File: config.mk
export PLATFORM = sky130hd
export DESIGN_NAME = mpt_trip_logic
export DESIGN_NICKNAME = d
export VERILOG_FILES = /design/src/design/mpt_pkg.sv /design/src/design/mpt_trip_logic.sv
export VERILOG_INCLUDE_DIRS = /design/src /design/src/design
export SDC_FILE = /design/constraint.sdc
export NUM_CORES = 2
export LEC_CHECK = 0
export BUFFER_PORTS_ARGS = -buffer_cell sky130_fd_sc_hd__buf_2
export CAP_MARGIN = 20
export CORE_MARGIN = 2
export CORE_UTILIZATION = 50
export CTS_CLUSTER_DIAMETER = 50
export CTS_CLUSTER_SIZE = 14
export DETAILED_ROUTE_END_ITERATION = 6
export PLACE_DENSITY_LB_ADDON = 0.05
export REMOVE_ABC_BUFFERS = 1
export SLEW_MARGIN = 20
export SYNTH_ARGS = -nofsm -noshare
export SYNTH_HDL_FRONTEND = slang
export SYNTH_SLANG_ARGS = --single-unit
export TNS_END_PERCENT = 10
File: constraint.sdc
create_clock -name hclk -period 10.8 [get_ports hclk]
set_input_delay 1.62 -clock hclk [delete_from_list [all_inputs] [get_ports hclk]]
set_output_delay 1.62 -clock hclk [all_outputs]
set_load 0.05 [all_outputs]
File: src/design/mpt_defines.svh
// Register map, field positions, reset values and timing counts
`ifndef MPT_DEFINES_SVH
`define MPT_DEFINES_SVH
// Register byte offsets
`define MPT_CTRL_OFS 8'h00
`define MPT_THERM_PICKUP_OFS 8'h04
`define MPT_THERM_TAU_OFS 8'h08
`define MPT_THERM_DELAY_OFS 8'h0C
`define MPT_THERM_MIN_OFS 8'h10
`define MPT_UC_THRESH_OFS 8'h14
`define MPT_UC_DELAY_OFS 8'h18
`define MPT_STOP_THRESH_OFS 8'h1C
`define MPT_OC_PICKUP_OFS 8'h20
`define MPT_OC_TIME_OFS 8'h24
`define MPT_STATUS_OFS 8'h28
`define MPT_THERM_IMAGE_OFS 8'h2C
// Control register fields
`define MPT_CTRL_WARN_BIT 0
`define MPT_CTRL_NOFLASH_BIT 1
`define MPT_CTRL_BRK_LSB 2
`define MPT_CTRL_CURVE_LSB 4
`define MPT_CTRL_LONGRST_BIT 7
`define MPT_CTRL_UCEN_BIT 8
`define MPT_CTRL_RST 16'h0000
// Thermal time constant fields
`define MPT_TAU_COOL_LSB 5
`define MPT_TAU_RST 16'h0048
// Reset values of settings
`define MPT_PICKUP_RST 16'h0100
`define MPT_DELAY_RST 16'h0064
`define MPT_OC_TIME_RST 16'h0064
// Overcurrent time setting bounds, 10 ms or 0.05 steps
`define MPT_DEFINITE_MIN 16'h0004
`define MPT_DEFINITE_MAX 16'h6590
`define MPT_TMS_MIN 16'h0001
`define MPT_TMS_MAX 16'h0190
// Inverse curve base times in 1/256 ticks per 0.05 multiplier
`define MPT_BASE_NI 32'h0000_0014
`define MPT_BASE_VI 32'h0000_0028
`define MPT_BASE_EI 32'h0000_0050
`define MPT_BASE_RI 32'h0000_000C
`define MPT_BASE_LI 32'h0000_00C8
// Timing: tick period, reset-mode hold and re-adjust window
`define MPT_CLK_NS 4
`define MPT_TICK_NS 10000000
`define MPT_TICK_CYC (`MPT_TICK_NS / `MPT_CLK_NS)
`define MPT_HOLD_S 60
`define MPT_READJ_S 300
`define MPT_HOLD_TICKS (`MPT_HOLD_S * 100)
`define MPT_READJ_TICKS (`MPT_READJ_S * 100)
`endif

File: src/design/mpt_pkg.sv
// Types shared by the motor protection trip logic
package mpt_pkg;
  typedef enum logic [1:0] {
    MPT_STOP = 2'b00,
    MPT_START = 2'b01,
    MPT_RUNNING = 2'b10
  } mpt_mode_e;
  typedef enum logic [2:0] {
    MPT_DEFINITE_TIME_CURVE = 3'b000,
    MPT_NORMAL_INVERSE_CURVE = 3'b001,
    MPT_VERY_INVERSE_CURVE = 3'b010,
    MPT_EXTREMELY_INVERSE_CURVE = 3'b011,
    MPT_RI_INVERSE_CURVE = 3'b100,
    MPT_LONG_TERM_INVERSE_CURVE = 3'b101
  } mpt_curve_e;
  typedef struct packed {
    logic [15:0] a;
    logic [15:0] b;
    logic [15:0] c;
  } mpt_phase_s;
  typedef struct packed {
    logic trip;
    logic warn;
    logic trip_display;
  } mpt_relay_s;
  typedef struct packed {
    logic therm_exc;
    logic therm_flash;
    logic oc_red;
    logic oc_flash;
    logic oc_time_flash;
    logic oc_time_red;
    logic uc;
  } mpt_led_s;
endpackage : mpt_pkg

File: src/design/mpt_trip_logic.sv
// Motor protection trip logic with AHB-Lite register slave
//
// Our own choices: the AHB-Lite register port and the address map.
`timescale 1ns/1ps
`include "mpt_defines.svh"
module mpt_trip_logic
  import mpt_pkg::*;
#(
  parameter int TICK_CYC = `MPT_TICK_CYC
)
(
  input wire logic hclk,
  input wire logic hresetn,
  input wire logic hsel,
  input wire logic [31:0] haddr,
  input wire logic [1:0] htrans,
  input wire logic hwrite,
  input wire logic [2:0] hsize,
  input wire logic [31:0] hwdata,
  input wire logic hready,
  output logic hreadyout,
  output logic hresp,
  output logic [31:0] hrdata,
  input wire mpt_phase_s phase_current,
  input wire mpt_mode_e motor_mode,
  input wire logic reset_button_pin,
  output mpt_relay_s relay_out,
  output mpt_led_s led_out
);

  ////////////////////////////////////////////////////////////////////////
  // Settings and state
  logic [15:0] ctrl_reg, therm_pickup_reg, therm_tau_reg, therm_delay_reg;
  logic [15:0] therm_min_reg, uc_thresh_reg, uc_delay_reg, stop_reg;
  logic [15:0] oc_pickup_reg, oc_time_reg;
  logic [31:0] theta_reg;
  logic [15:0] exc_cnt_reg, brk_cnt_reg, uc_cnt_reg;
  logic [15:0] readj_cnt_reg, hold_cnt_reg;
  logic [31:0] oc_cnt_reg;
  logic exc_rec_reg, therm_flash_reg, therm_trip_reg, therm_warn_reg;
  logic uc_trip_reg, oc_trip_reg, oc_flash_reg, oc_picked_reg;
  logic oc_time_flash_reg;
  logic [31:0] tick_cnt_reg;
  logic tick;
  logic [2:0] btn_sync_reg;
  logic btn_level_reg, btn_press;
  logic dp_wr_reg;
  logic [7:0] dp_addr_reg;

  ////////////////////////////////////////////////////////////////////////
  // Bus decode helpers
  function automatic logic [3:0] reg_index(input logic [7:0] a);
    reg_index = a[5:2];
  endfunction : reg_index

  // Zero wait state, always OKAY
  assign hreadyout = 1'b1;
  assign hresp = 1'b0;

  // Address phase capture
  always_ff @(posedge hclk or negedge hresetn)
  begin
    if (!hresetn)
    begin
      dp_wr_reg <= 1'b0;
      dp_addr_reg <= 8'h00;
    end
    else if (hready)
    begin
      dp_wr_reg <= hsel & htrans[1] & hwrite;
      dp_addr_reg <= haddr[7:0];
    end
  end

  ////////////////////////////////////////////////////////////////////////
  // Tick divider and reset push-button synchroniser
  always_ff @(posedge hclk or negedge hresetn)
  begin
    if (!hresetn)
      tick_cnt_reg <= 32'h0000_0000;
    else if (tick)
      tick_cnt_reg <= 32'h0000_0000;
    else
      tick_cnt_reg <= tick_cnt_reg + 32'h0000_0001;
  end
  assign tick = (tick_cnt_reg == 32'(TICK_CYC - 1));

  // Button counts once stages two and three agree
  always_ff @(posedge hclk or negedge hresetn)
  begin
    if (!hresetn)
    begin
      btn_sync_reg <= 3'h0;
      btn_level_reg <= 1'b0;
    end
    else
    begin
      btn_sync_reg <= {btn_sync_reg[1:0], reset_button_pin};
      if (btn_sync_reg[1] == btn_sync_reg[2])
        btn_level_reg <= btn_sync_reg[2];
    end
  end
  assign btn_press = (btn_sync_reg[1] == btn_sync_reg[2]) &
                     btn_sync_reg[2] & ~btn_level_reg;

  ////////////////////////////////////////////////////////////////////////
  // Current evaluation
  logic [15:0] imax, ab_max;
  logic [31:0] i_sq, lim_sq, diff, step;
  logic [4:0] shift;
  logic [2:0] curve;
  logic excite, brk_active, therm_hit, uc_cond, oc_fault, wr_time;
  logic [19:0] brk_level;
  logic [31:0] oc_limit, base;
  logic [2:0] band;
  assign ab_max = (phase_current.a > phase_current.b) ?
                  phase_current.a : phase_current.b;
  assign imax = (ab_max > phase_current.c) ? ab_max : phase_current.c;
  assign i_sq = 32'(imax) * 32'(imax);
  assign lim_sq = 32'(therm_pickup_reg) * 32'(therm_pickup_reg);
  assign excite = imax > therm_pickup_reg;
  assign curve = ctrl_reg[`MPT_CTRL_CURVE_LSB +: 3];
  assign wr_time = dp_wr_reg &&
                   dp_addr_reg == `MPT_OC_TIME_OFS;

  always_comb
  begin
    case (ctrl_reg[`MPT_CTRL_BRK_LSB +: 2])
      2'b01: brk_level = {3'h0, therm_pickup_reg, 1'b0};
      2'b10: brk_level = {2'h0, therm_pickup_reg, 2'h0} +
                         {3'h0, therm_pickup_reg, 1'b0};
      default: brk_level = 20'hF_FFFF;
    endcase
  end
  assign brk_active = motor_mode == MPT_START &&
                      ctrl_reg[`MPT_CTRL_BRK_LSB +: 2] != 2'b00 &&
                      {4'h0, imax} > brk_level;

  // cooling uses tau plus cooling factor shift
  always_comb
  begin
    if (i_sq >= theta_reg)
    begin
      diff = i_sq - theta_reg;
      shift = therm_tau_reg[4:0];
    end
    else
    begin
      diff = theta_reg - i_sq;
      shift = therm_tau_reg[4:0] +
              therm_tau_reg[`MPT_TAU_COOL_LSB +: 5];
    end
    step = diff >> shift;
    if (step == 32'h0000_0000 && diff != 32'h0000_0000)
      step = 32'h0000_0001;
  end

  assign therm_hit = (lim_sq != 32'h0000_0000 && theta_reg >= lim_sq) ||
                     (brk_active && brk_cnt_reg >= therm_min_reg);

  ////////////////////////////////////////////////////////////////////////
  // Thermal image
  always_ff @(posedge hclk or negedge hresetn)
  begin
    if (!hresetn)
      theta_reg <= 32'h0000_0000;
    else if (tick && !brk_active)
    begin
      if (i_sq >= theta_reg)
        theta_reg <= theta_reg + step;
      else
        theta_reg <= theta_reg - step;
    end
  end

  always_ff @(posedge hclk or negedge hresetn)
  begin
    if (!hresetn)
      brk_cnt_reg <= 16'h0000;
    else if (!brk_active)
      brk_cnt_reg <= 16'h0000;
    else if (tick && brk_cnt_reg != 16'hFFFF)
      brk_cnt_reg <= brk_cnt_reg + 16'h0001;
  end

  // warning or trip on thermal limit
  always_ff @(posedge hclk or negedge hresetn)
  begin
    if (!hresetn)
    begin
      therm_trip_reg <= 1'b0;
      therm_warn_reg <= 1'b0;
    end
    else
    begin
      if (therm_hit && !ctrl_reg[`MPT_CTRL_WARN_BIT])
        therm_trip_reg <= 1'b1;
      else if (btn_press)
        therm_trip_reg <= 1'b0;
      therm_warn_reg <= therm_hit && ctrl_reg[`MPT_CTRL_WARN_BIT];
    end
  end

  always_ff @(posedge hclk or negedge hresetn)
  begin
    if (!hresetn)
    begin
      exc_cnt_reg <= 16'h0000;
      exc_rec_reg <= 1'b0;
    end
    else if (!excite)
    begin
      exc_cnt_reg <= 16'h0000;
      exc_rec_reg <= 1'b0;
    end
    else if (exc_cnt_reg >= therm_delay_reg)
      exc_rec_reg <= 1'b1;
    else if (tick)
      exc_cnt_reg <= exc_cnt_reg + 16'h0001;
  end

  always_ff @(posedge hclk or negedge hresetn)
  begin
    if (!hresetn)
      therm_flash_reg <= 1'b0;
    else if (exc_rec_reg && !excite && !therm_trip_reg &&
             !ctrl_reg[`MPT_CTRL_NOFLASH_BIT])
      therm_flash_reg <= 1'b1;
    else if (btn_press)
      therm_flash_reg <= 1'b0;
  end

  ////////////////////////////////////////////////////////////////////////
  // Undercurrent element
  // running only, enable bit
  assign uc_cond = ctrl_reg[`MPT_CTRL_UCEN_BIT] &&
                   motor_mode == MPT_RUNNING &&
                   imax >= stop_reg && imax < uc_thresh_reg;

  always_ff @(posedge hclk or negedge hresetn)
  begin
    if (!hresetn)
    begin
      uc_cnt_reg <= 16'h0000;
      uc_trip_reg <= 1'b0;
    end
    else
    begin
      if (!uc_cond)
        uc_cnt_reg <= 16'h0000;
      else if (tick && uc_cnt_reg != 16'hFFFF)
        uc_cnt_reg <= uc_cnt_reg + 16'h0001;
      if (uc_cond && uc_cnt_reg >= uc_delay_reg)
        uc_trip_reg <= 1'b1;
      else if (btn_press)
        uc_trip_reg <= 1'b0;
    end
  end

  ////////////////////////////////////////////////////////////////////////
  // Overcurrent element
  // running only
  assign oc_fault = motor_mode == MPT_RUNNING && imax > oc_pickup_reg;

  // Current multiple band for inverse curves
  always_comb
  begin
    if ({4'h0, imax} >= {oc_pickup_reg, 4'h0})
      band = 3'd4;
    else if ({4'h0, imax} >= {1'b0, oc_pickup_reg, 3'h0})
      band = 3'd3;
    else if ({4'h0, imax} >= {2'h0, oc_pickup_reg, 2'h0})
      band = 3'd2;
    else if ({4'h0, imax} >= {3'h0, oc_pickup_reg, 1'b0})
      band = 3'd1;
    else
      band = 3'd0;
  end

  always_comb
  begin
    case (curve)
      MPT_NORMAL_INVERSE_CURVE: base = `MPT_BASE_NI << band;
      MPT_VERY_INVERSE_CURVE: base = `MPT_BASE_VI << band;
      MPT_EXTREMELY_INVERSE_CURVE: base = `MPT_BASE_EI << (band * 2);
      MPT_RI_INVERSE_CURVE: base = `MPT_BASE_RI << band;
      MPT_LONG_TERM_INVERSE_CURVE: base = `MPT_BASE_LI << band;
      default: base = 32'h0000_0001;
    endcase
    oc_limit = base * {16'h0000, oc_time_reg};
    if (curve != MPT_DEFINITE_TIME_CURVE)
      oc_limit = oc_limit >> 8;
  end

  always_ff @(posedge hclk or negedge hresetn)
  begin
    if (!hresetn)
    begin
      oc_cnt_reg <= 32'h0000_0000;
      hold_cnt_reg <= 16'h0000;
    end
    else if (oc_fault)
    begin
      hold_cnt_reg <= 16'h0000;
      if (tick && oc_cnt_reg < oc_limit)
        oc_cnt_reg <= oc_cnt_reg + 32'h0000_0001;
    end
    else if (!ctrl_reg[`MPT_CTRL_LONGRST_BIT])
      oc_cnt_reg <= 32'h0000_0000;
    else if (hold_cnt_reg >= 16'(`MPT_HOLD_TICKS))
    begin
      oc_cnt_reg <= 32'h0000_0000;
      hold_cnt_reg <= 16'h0000;
    end
    else if (tick && oc_cnt_reg != 32'h0000_0000)
      hold_cnt_reg <= hold_cnt_reg + 16'h0001;
  end

  // infinite setting blocks trip, trip at limit
  always_ff @(posedge hclk or negedge hresetn)
  begin
    if (!hresetn)
      oc_trip_reg <= 1'b0;
    else if (oc_fault && oc_time_reg != 16'h0000 &&
             oc_cnt_reg >= oc_limit)
      oc_trip_reg <= 1'b1;
    else if (btn_press)
      oc_trip_reg <= 1'b0;
  end

  always_ff @(posedge hclk or negedge hresetn)
  begin
    if (!hresetn)
    begin
      oc_picked_reg <= 1'b0;
      oc_flash_reg <= 1'b0;
    end
    else
    begin
      oc_picked_reg <= oc_fault;
      if (oc_picked_reg && !oc_fault && !oc_trip_reg &&
          !ctrl_reg[`MPT_CTRL_NOFLASH_BIT])
        oc_flash_reg <= 1'b1;
      else if (btn_press)
        oc_flash_reg <= 1'b0;
    end
  end

  ////////////////////////////////////////////////////////////////////////
  // Register writes
  function automatic logic [15:0] clamp_time(input logic [15:0] v,
                                             input logic [2:0] c);
    logic [15:0] lo, hi;
    lo = (c == MPT_DEFINITE_TIME_CURVE) ? `MPT_DEFINITE_MIN : `MPT_TMS_MIN;
    hi = (c == MPT_DEFINITE_TIME_CURVE) ? `MPT_DEFINITE_MAX : `MPT_TMS_MAX;
    if (v == 16'h0000)
      clamp_time = v;
    else if (v < lo)
      clamp_time = lo;
    else if (v > hi)
      clamp_time = hi;
    else
      clamp_time = v;
  endfunction : clamp_time

  always_ff @(posedge hclk or negedge hresetn)
  begin
    if (!hresetn)
    begin
      ctrl_reg <= `MPT_CTRL_RST;
      therm_pickup_reg <= `MPT_PICKUP_RST;
      therm_tau_reg <= `MPT_TAU_RST;
      therm_delay_reg <= `MPT_DELAY_RST;
      therm_min_reg <= `MPT_DELAY_RST;
      uc_thresh_reg <= 16'h0000;
      uc_delay_reg <= `MPT_DELAY_RST;
      stop_reg <= 16'h0000;
      oc_pickup_reg <= `MPT_PICKUP_RST;
      oc_time_reg <= `MPT_OC_TIME_RST;
    end
    else if (dp_wr_reg)
    begin
      case (reg_index(dp_addr_reg))
        reg_index(`MPT_CTRL_OFS): ctrl_reg <= {7'h00, hwdata[8:0]};
        reg_index(`MPT_THERM_PICKUP_OFS): therm_pickup_reg <= hwdata[15:0];
        reg_index(`MPT_THERM_TAU_OFS): therm_tau_reg <= {6'h00, hwdata[9:0]};
        reg_index(`MPT_THERM_DELAY_OFS): therm_delay_reg <= hwdata[15:0];
        reg_index(`MPT_THERM_MIN_OFS): therm_min_reg <= hwdata[15:0];
        reg_index(`MPT_UC_THRESH_OFS): uc_thresh_reg <= hwdata[15:0];
        reg_index(`MPT_UC_DELAY_OFS): uc_delay_reg <= hwdata[15:0];
        reg_index(`MPT_STOP_THRESH_OFS): stop_reg <= hwdata[15:0];
        reg_index(`MPT_OC_PICKUP_OFS): oc_pickup_reg <= hwdata[15:0];
        reg_index(`MPT_OC_TIME_OFS):
          oc_time_reg <= clamp_time(hwdata[15:0], curve);
        default: ;
      endcase
    end
    else if (oc_time_flash_reg &&
             readj_cnt_reg >= 16'(`MPT_READJ_TICKS))
      oc_time_reg <= (curve == MPT_DEFINITE_TIME_CURVE) ?
                     `MPT_DEFINITE_MIN : `MPT_TMS_MIN;
  end

  // flash after curve change until re-adjusted or the re-adjust window ends
  always_ff @(posedge hclk or negedge hresetn)
  begin
    if (!hresetn)
    begin
      oc_time_flash_reg <= 1'b0;
      readj_cnt_reg <= 16'h0000;
    end
    else if (dp_wr_reg && dp_addr_reg == `MPT_CTRL_OFS &&
             hwdata[`MPT_CTRL_CURVE_LSB +: 3] != curve)
    begin
      oc_time_flash_reg <= 1'b1;
      readj_cnt_reg <= 16'h0000;
    end
    else if (wr_time || (oc_time_flash_reg &&
             readj_cnt_reg >= 16'(`MPT_READJ_TICKS)))
      oc_time_flash_reg <= 1'b0;
    else if (oc_time_flash_reg && tick)
      readj_cnt_reg <= readj_cnt_reg + 16'h0001;
  end

  ////////////////////////////////////////////////////////////////////////
  // Read data, registered at address phase
  always_ff @(posedge hclk or negedge hresetn)
  begin
    if (!hresetn)
      hrdata <= 32'h0000_0000;
    else if (hready && hsel && htrans[1] && !hwrite)
    begin
      case (reg_index(haddr[7:0]))
        reg_index(`MPT_CTRL_OFS): hrdata <= {16'h0000, ctrl_reg};
        reg_index(`MPT_THERM_PICKUP_OFS):
          hrdata <= {16'h0000, therm_pickup_reg};
        reg_index(`MPT_THERM_TAU_OFS): hrdata <= {16'h0000, therm_tau_reg};
        reg_index(`MPT_THERM_DELAY_OFS): hrdata <= {16'h0000, therm_delay_reg};
        reg_index(`MPT_THERM_MIN_OFS): hrdata <= {16'h0000, therm_min_reg};
        reg_index(`MPT_UC_THRESH_OFS): hrdata <= {16'h0000, uc_thresh_reg};
        reg_index(`MPT_UC_DELAY_OFS): hrdata <= {16'h0000, uc_delay_reg};
        reg_index(`MPT_STOP_THRESH_OFS): hrdata <= {16'h0000, stop_reg};
        reg_index(`MPT_OC_PICKUP_OFS): hrdata <= {16'h0000, oc_pickup_reg};
        reg_index(`MPT_OC_TIME_OFS): hrdata <= {16'h0000, oc_time_reg};
        reg_index(`MPT_STATUS_OFS):
          hrdata <= {22'h00_0000, motor_mode, 1'b0, oc_fault, excite,
                     oc_time_flash_reg, therm_warn_reg, oc_trip_reg,
                     uc_trip_reg, therm_trip_reg};
        reg_index(`MPT_THERM_IMAGE_OFS): hrdata <= theta_reg;
        default: hrdata <= 32'h0000_0000;
      endcase
    end
  end

  ////////////////////////////////////////////////////////////////////////
  // Relay and LED drives
  always_ff @(posedge hclk or negedge hresetn)
  begin
    if (!hresetn)
    begin
      relay_out <= '0;
      led_out <= '0;
    end
    else
    begin
      relay_out.trip <= therm_trip_reg | uc_trip_reg | oc_trip_reg;
      relay_out.warn <= therm_warn_reg | exc_rec_reg |
                        (oc_fault && oc_time_reg == 16'h0000);
      relay_out.trip_display <= therm_trip_reg | uc_trip_reg | oc_trip_reg;
      led_out.therm_exc <= excite;
      led_out.therm_flash <= therm_flash_reg;
      led_out.oc_red <= oc_fault | oc_trip_reg |
                        (oc_time_reg == 16'h0000);
      led_out.oc_time_red <= oc_time_reg == 16'h0000;
      led_out.oc_flash <= oc_flash_reg;
      led_out.oc_time_flash <= oc_time_flash_reg;
      led_out.uc <= uc_trip_reg;
    end
  end

endmodule : mpt_trip_logic

==> run_results.csv <==
group,metric,value,unit
setup_path,r2r-start,"oc_pickup_reg[1]",
sta,final_hold_viol_count,0,
logic_synthesis,synth_cells,6872,
sta,fin_crit_sh,1.78,
grt,grt_pass1_vias,57305,
drt,dr.first_iter.drc_count,4555,
drt,finalWirelength,225000,microns
setup_path,critical_path.max_stage_delay,560,ps
grt,grt_max_degree,147,
setup_path,crit_required,11420,ps
setup_path,cp_slowest_cell,"fa_1",
logic_synthesis,yosysSeqAreaShare,0.166,
min_path,hp-class,"reg -> reg",
sta,maxSlewHeadroom,0.283,
floorplanning,die_h,346,microns
clocking,clock_latency,700,ps
clocking,cts_root_buf,"clkbuf_16",
sta,holdWs,352,ps
logic_synthesis,ys_async_sr_fraction,1.00,
outcome,violations,"negative setup slack",
clocking,cts_max_level,2,
sta,slew_violations,0,
floorplanning,fp.dieW,346,microns
drt,wl_met1,93000,microns
floorplanning,initial_core_util,0.504,
setup_path,cp_max_fo,8,
clocking,cts_tree,"built",
drt,vias,56087,
drt,wl_per_cell,23.0,microns
setup_path,r2r-end,"oc_cnt_reg[30]",
clocking,numCtsBuffers,58,
grt,grt_overflow,0,
layout,fin_nets,9588,
drt,vias_per_cell,5.73,
layout,layout_common_cells,"buf_4, inv_1, ha_1",
floorplanning,row_count,125,
logic_synthesis,ys_seq_elements,386,
sta,skew,70.3,ps
sta,worstMarginPinSlew,1070,ps
grt,grt_pass1_wl,346000,microns
grt,grt.total_usage,0.374,
grt,antenna_found_initial,6,
sta,setup_ws,-8400,ps
logic_synthesis,synth_edf_count,0,
run,maxCapViolations,0,
sta,fmax,52.1,MHz
clocking,cts_buffer_depth,3,
setup_path,crit_path_frequent_cell,"a21o_1",
drt,ant_nets,0,
setup_path,path_class,"in -> reg",
place,place.detailed.hpwl,185000,microns
setup_path,reg2regPathDepth,62,
setup_path,cp-end-kind,"flip-flop",
clocking,cts.sinks,386,
floorplanning,num_io_pins,169,
logic_synthesis,syn_area,0.0585,sq mm
logic_synthesis,synth_cell_type_count,121,
place,routabilityCongestion,1.00,
min_path,holdPathStages,0,
clocking,hold_buffers,0,
drt,highest_layer,"met5",
logic_synthesis,yosysWarnings,0,
floorplanning,die_area,0.120,sq mm
outcome,status,"finished with violations",
min_path,hold_end,"btn_sync_reg[1]",
place,port_buffers,122,
drt,wl_met3,16400,microns
drt,drcViolationCount,0,
logic_synthesis,synth_flop_cell,"dfrtp_1",
floorplanning,core,0.116,sq mm
min_path,holdCritStartpoint,"btn_sync_reg[0]",
clocking,clk_pin_slew,60,ps
setup_path,crit_arrival,19820,ps
setup_path,reg2reg_slack,-1010,ps
sta,min_period,19200,ps
layout,area_delta_synth_final,28.1,%
layout,drive_above_1_share,0.258,
logic_synthesis,syn-mean-instance-area,8.51,sq um
drt,wl_met2,101000,microns
sta,setup_viol,65,
setup_path,start_kind,"primary input",
drt,dr.pass1.iters,6,
layout,mostFrequentLayoutCell,"buf_4",
sta,rsz0062_at_grt,"yes",
-- per-stage QoR --
| stage | util | TNS [ps] | area [sq um] | setup slack [ps] | cells |
|---|---|---|---|---|---|
| after floorplan | - | -574910 | 57500 | -12130 | 6651 |
| after global placement | 0.601 | -550970 | 69700 | -10790 | 9558 |
| after detailed placement | 0.601 | -563900 | 69700 | -10960 | 9558 |
| after CTS | 0.637 | -409650 | 73900 | -8300 | 9752 |
| after global routing | 0.645 | -461460 | 74900 | -9080 | 9785 |
| final | 0.645 | -420520 | 74900 | -8400 | 9786 |
-- metal layers --
layer  vias up  global-route usage
met1     27450               0.489
li1      26068                   -
met5         -                   0
met3       522              0.0649
met4        10               0.194
met2      2037               0.596
-- worst max-delay path, delay by kind of cell --
kind            cells  cell delay, ps
compound gates     43            7730
fa+ha+maj          12            4610
buf+inv            20            2590
simple gates       19            2540
mux                 1             330
xor+xnor            2             300
-- how the worst max path moves through the flow --
stage,startpoint,to,depth (start not counted)
after floorplan,phase_current[25],theta_reg[31],86
after global placement,phase_current[25],theta_reg[31],97
after detailed placement,phase_current[25],theta_reg[31],97
after CTS,phase_current[25],theta_reg[31],102
after global routing,phase_current[25],theta_reg[31],102
final,phase_current[25],theta_reg[31],97
-- cells in the mapped netlist (34+ instances only) --
cell | number | area share
a21oi_1 | 301 | 0.026
o21a_1 | 58 | 0.0074
nor2_1 | 515 | 0.033
o21ai_0 | 312 | 0.027
nand4_1 | 98 | 0.010
and2_1 | 91 | 0.0097
a221oi_1 | 50 | 0.0075
mux2i_1 | 87 | 0.015
o211ai_1 | 46 | 0.0059
xor2_1 | 124 | 0.019
mux2_2 | 110 | 0.021
xnor2_1 | 208 | 0.031
a31oi_1 | 45 | 0.0048
nand2b_1 | 70 | 0.0075
nor4_1 | 49 | 0.0052
and3_1 | 94 | 0.010
clkbuf_1 | 182 | 0.012
a22o_1 | 72 | 0.011
a21o_1 | 122 | 0.016
inv_1 | 981 | 0.063
or3_1 | 34 | 0.0036
nor3_1 | 109 | 0.0093
nor2b_1 | 69 | 0.0074
fa_1 | 527 | 0.18
ha_1 | 724 | 0.15
dfrtp_1 | 370 | 0.16
nand3_1 | 145 | 0.012
nand2_1 | 650 | 0.042
a211oi_1 | 37 | 0.0048
buf_2 | 48 | 0.0041
-- kinds of logic (layout without fill, tap and decap cells) --
kind of cell | count (synthesis) | count (layout) | synth area share
AOI/OAI and AO/OA | 1394 | 1395 | 0.161
xor gates and xnor gates | 332 | 332 | 0.0497
adders and majority gates | 1252 | 1252 | 0.336
buffers and inverters | 1261 | 2605 | 0.0831
DFF | 386 | 386 | 0.166
muxes | 200 | 200 | 0.0369
other | 2 | 47 | 0.000128
and+or+nand+nor | 2045 | 2045 | 0.168
-- final cells by class --
type | count | area (sq um)
Timing Repair Buffer | 1500 | 11400
Antenna cell | 1 | 2.50
Sequential cell | 386 | 9680
Clock buffer | 68 | 1520
Multi-Input combinational cell | 5270 | 46100
Inverter | 996 | 3750
Fill cell | 10128 | 41200
Tap cell | 1524 | 1910
Clock inverter | 41 | 554
-- repair_timing --
item,CTS,global route
setup endpoints to repair,65,65
setup buffers,86,33
pin swaps,168,84
gates cloned,2,1
resized for setup,349,159
Power is not shown: default switching activity piles up to over one toggle a cycle in this logic, so the estimate is an artifact.
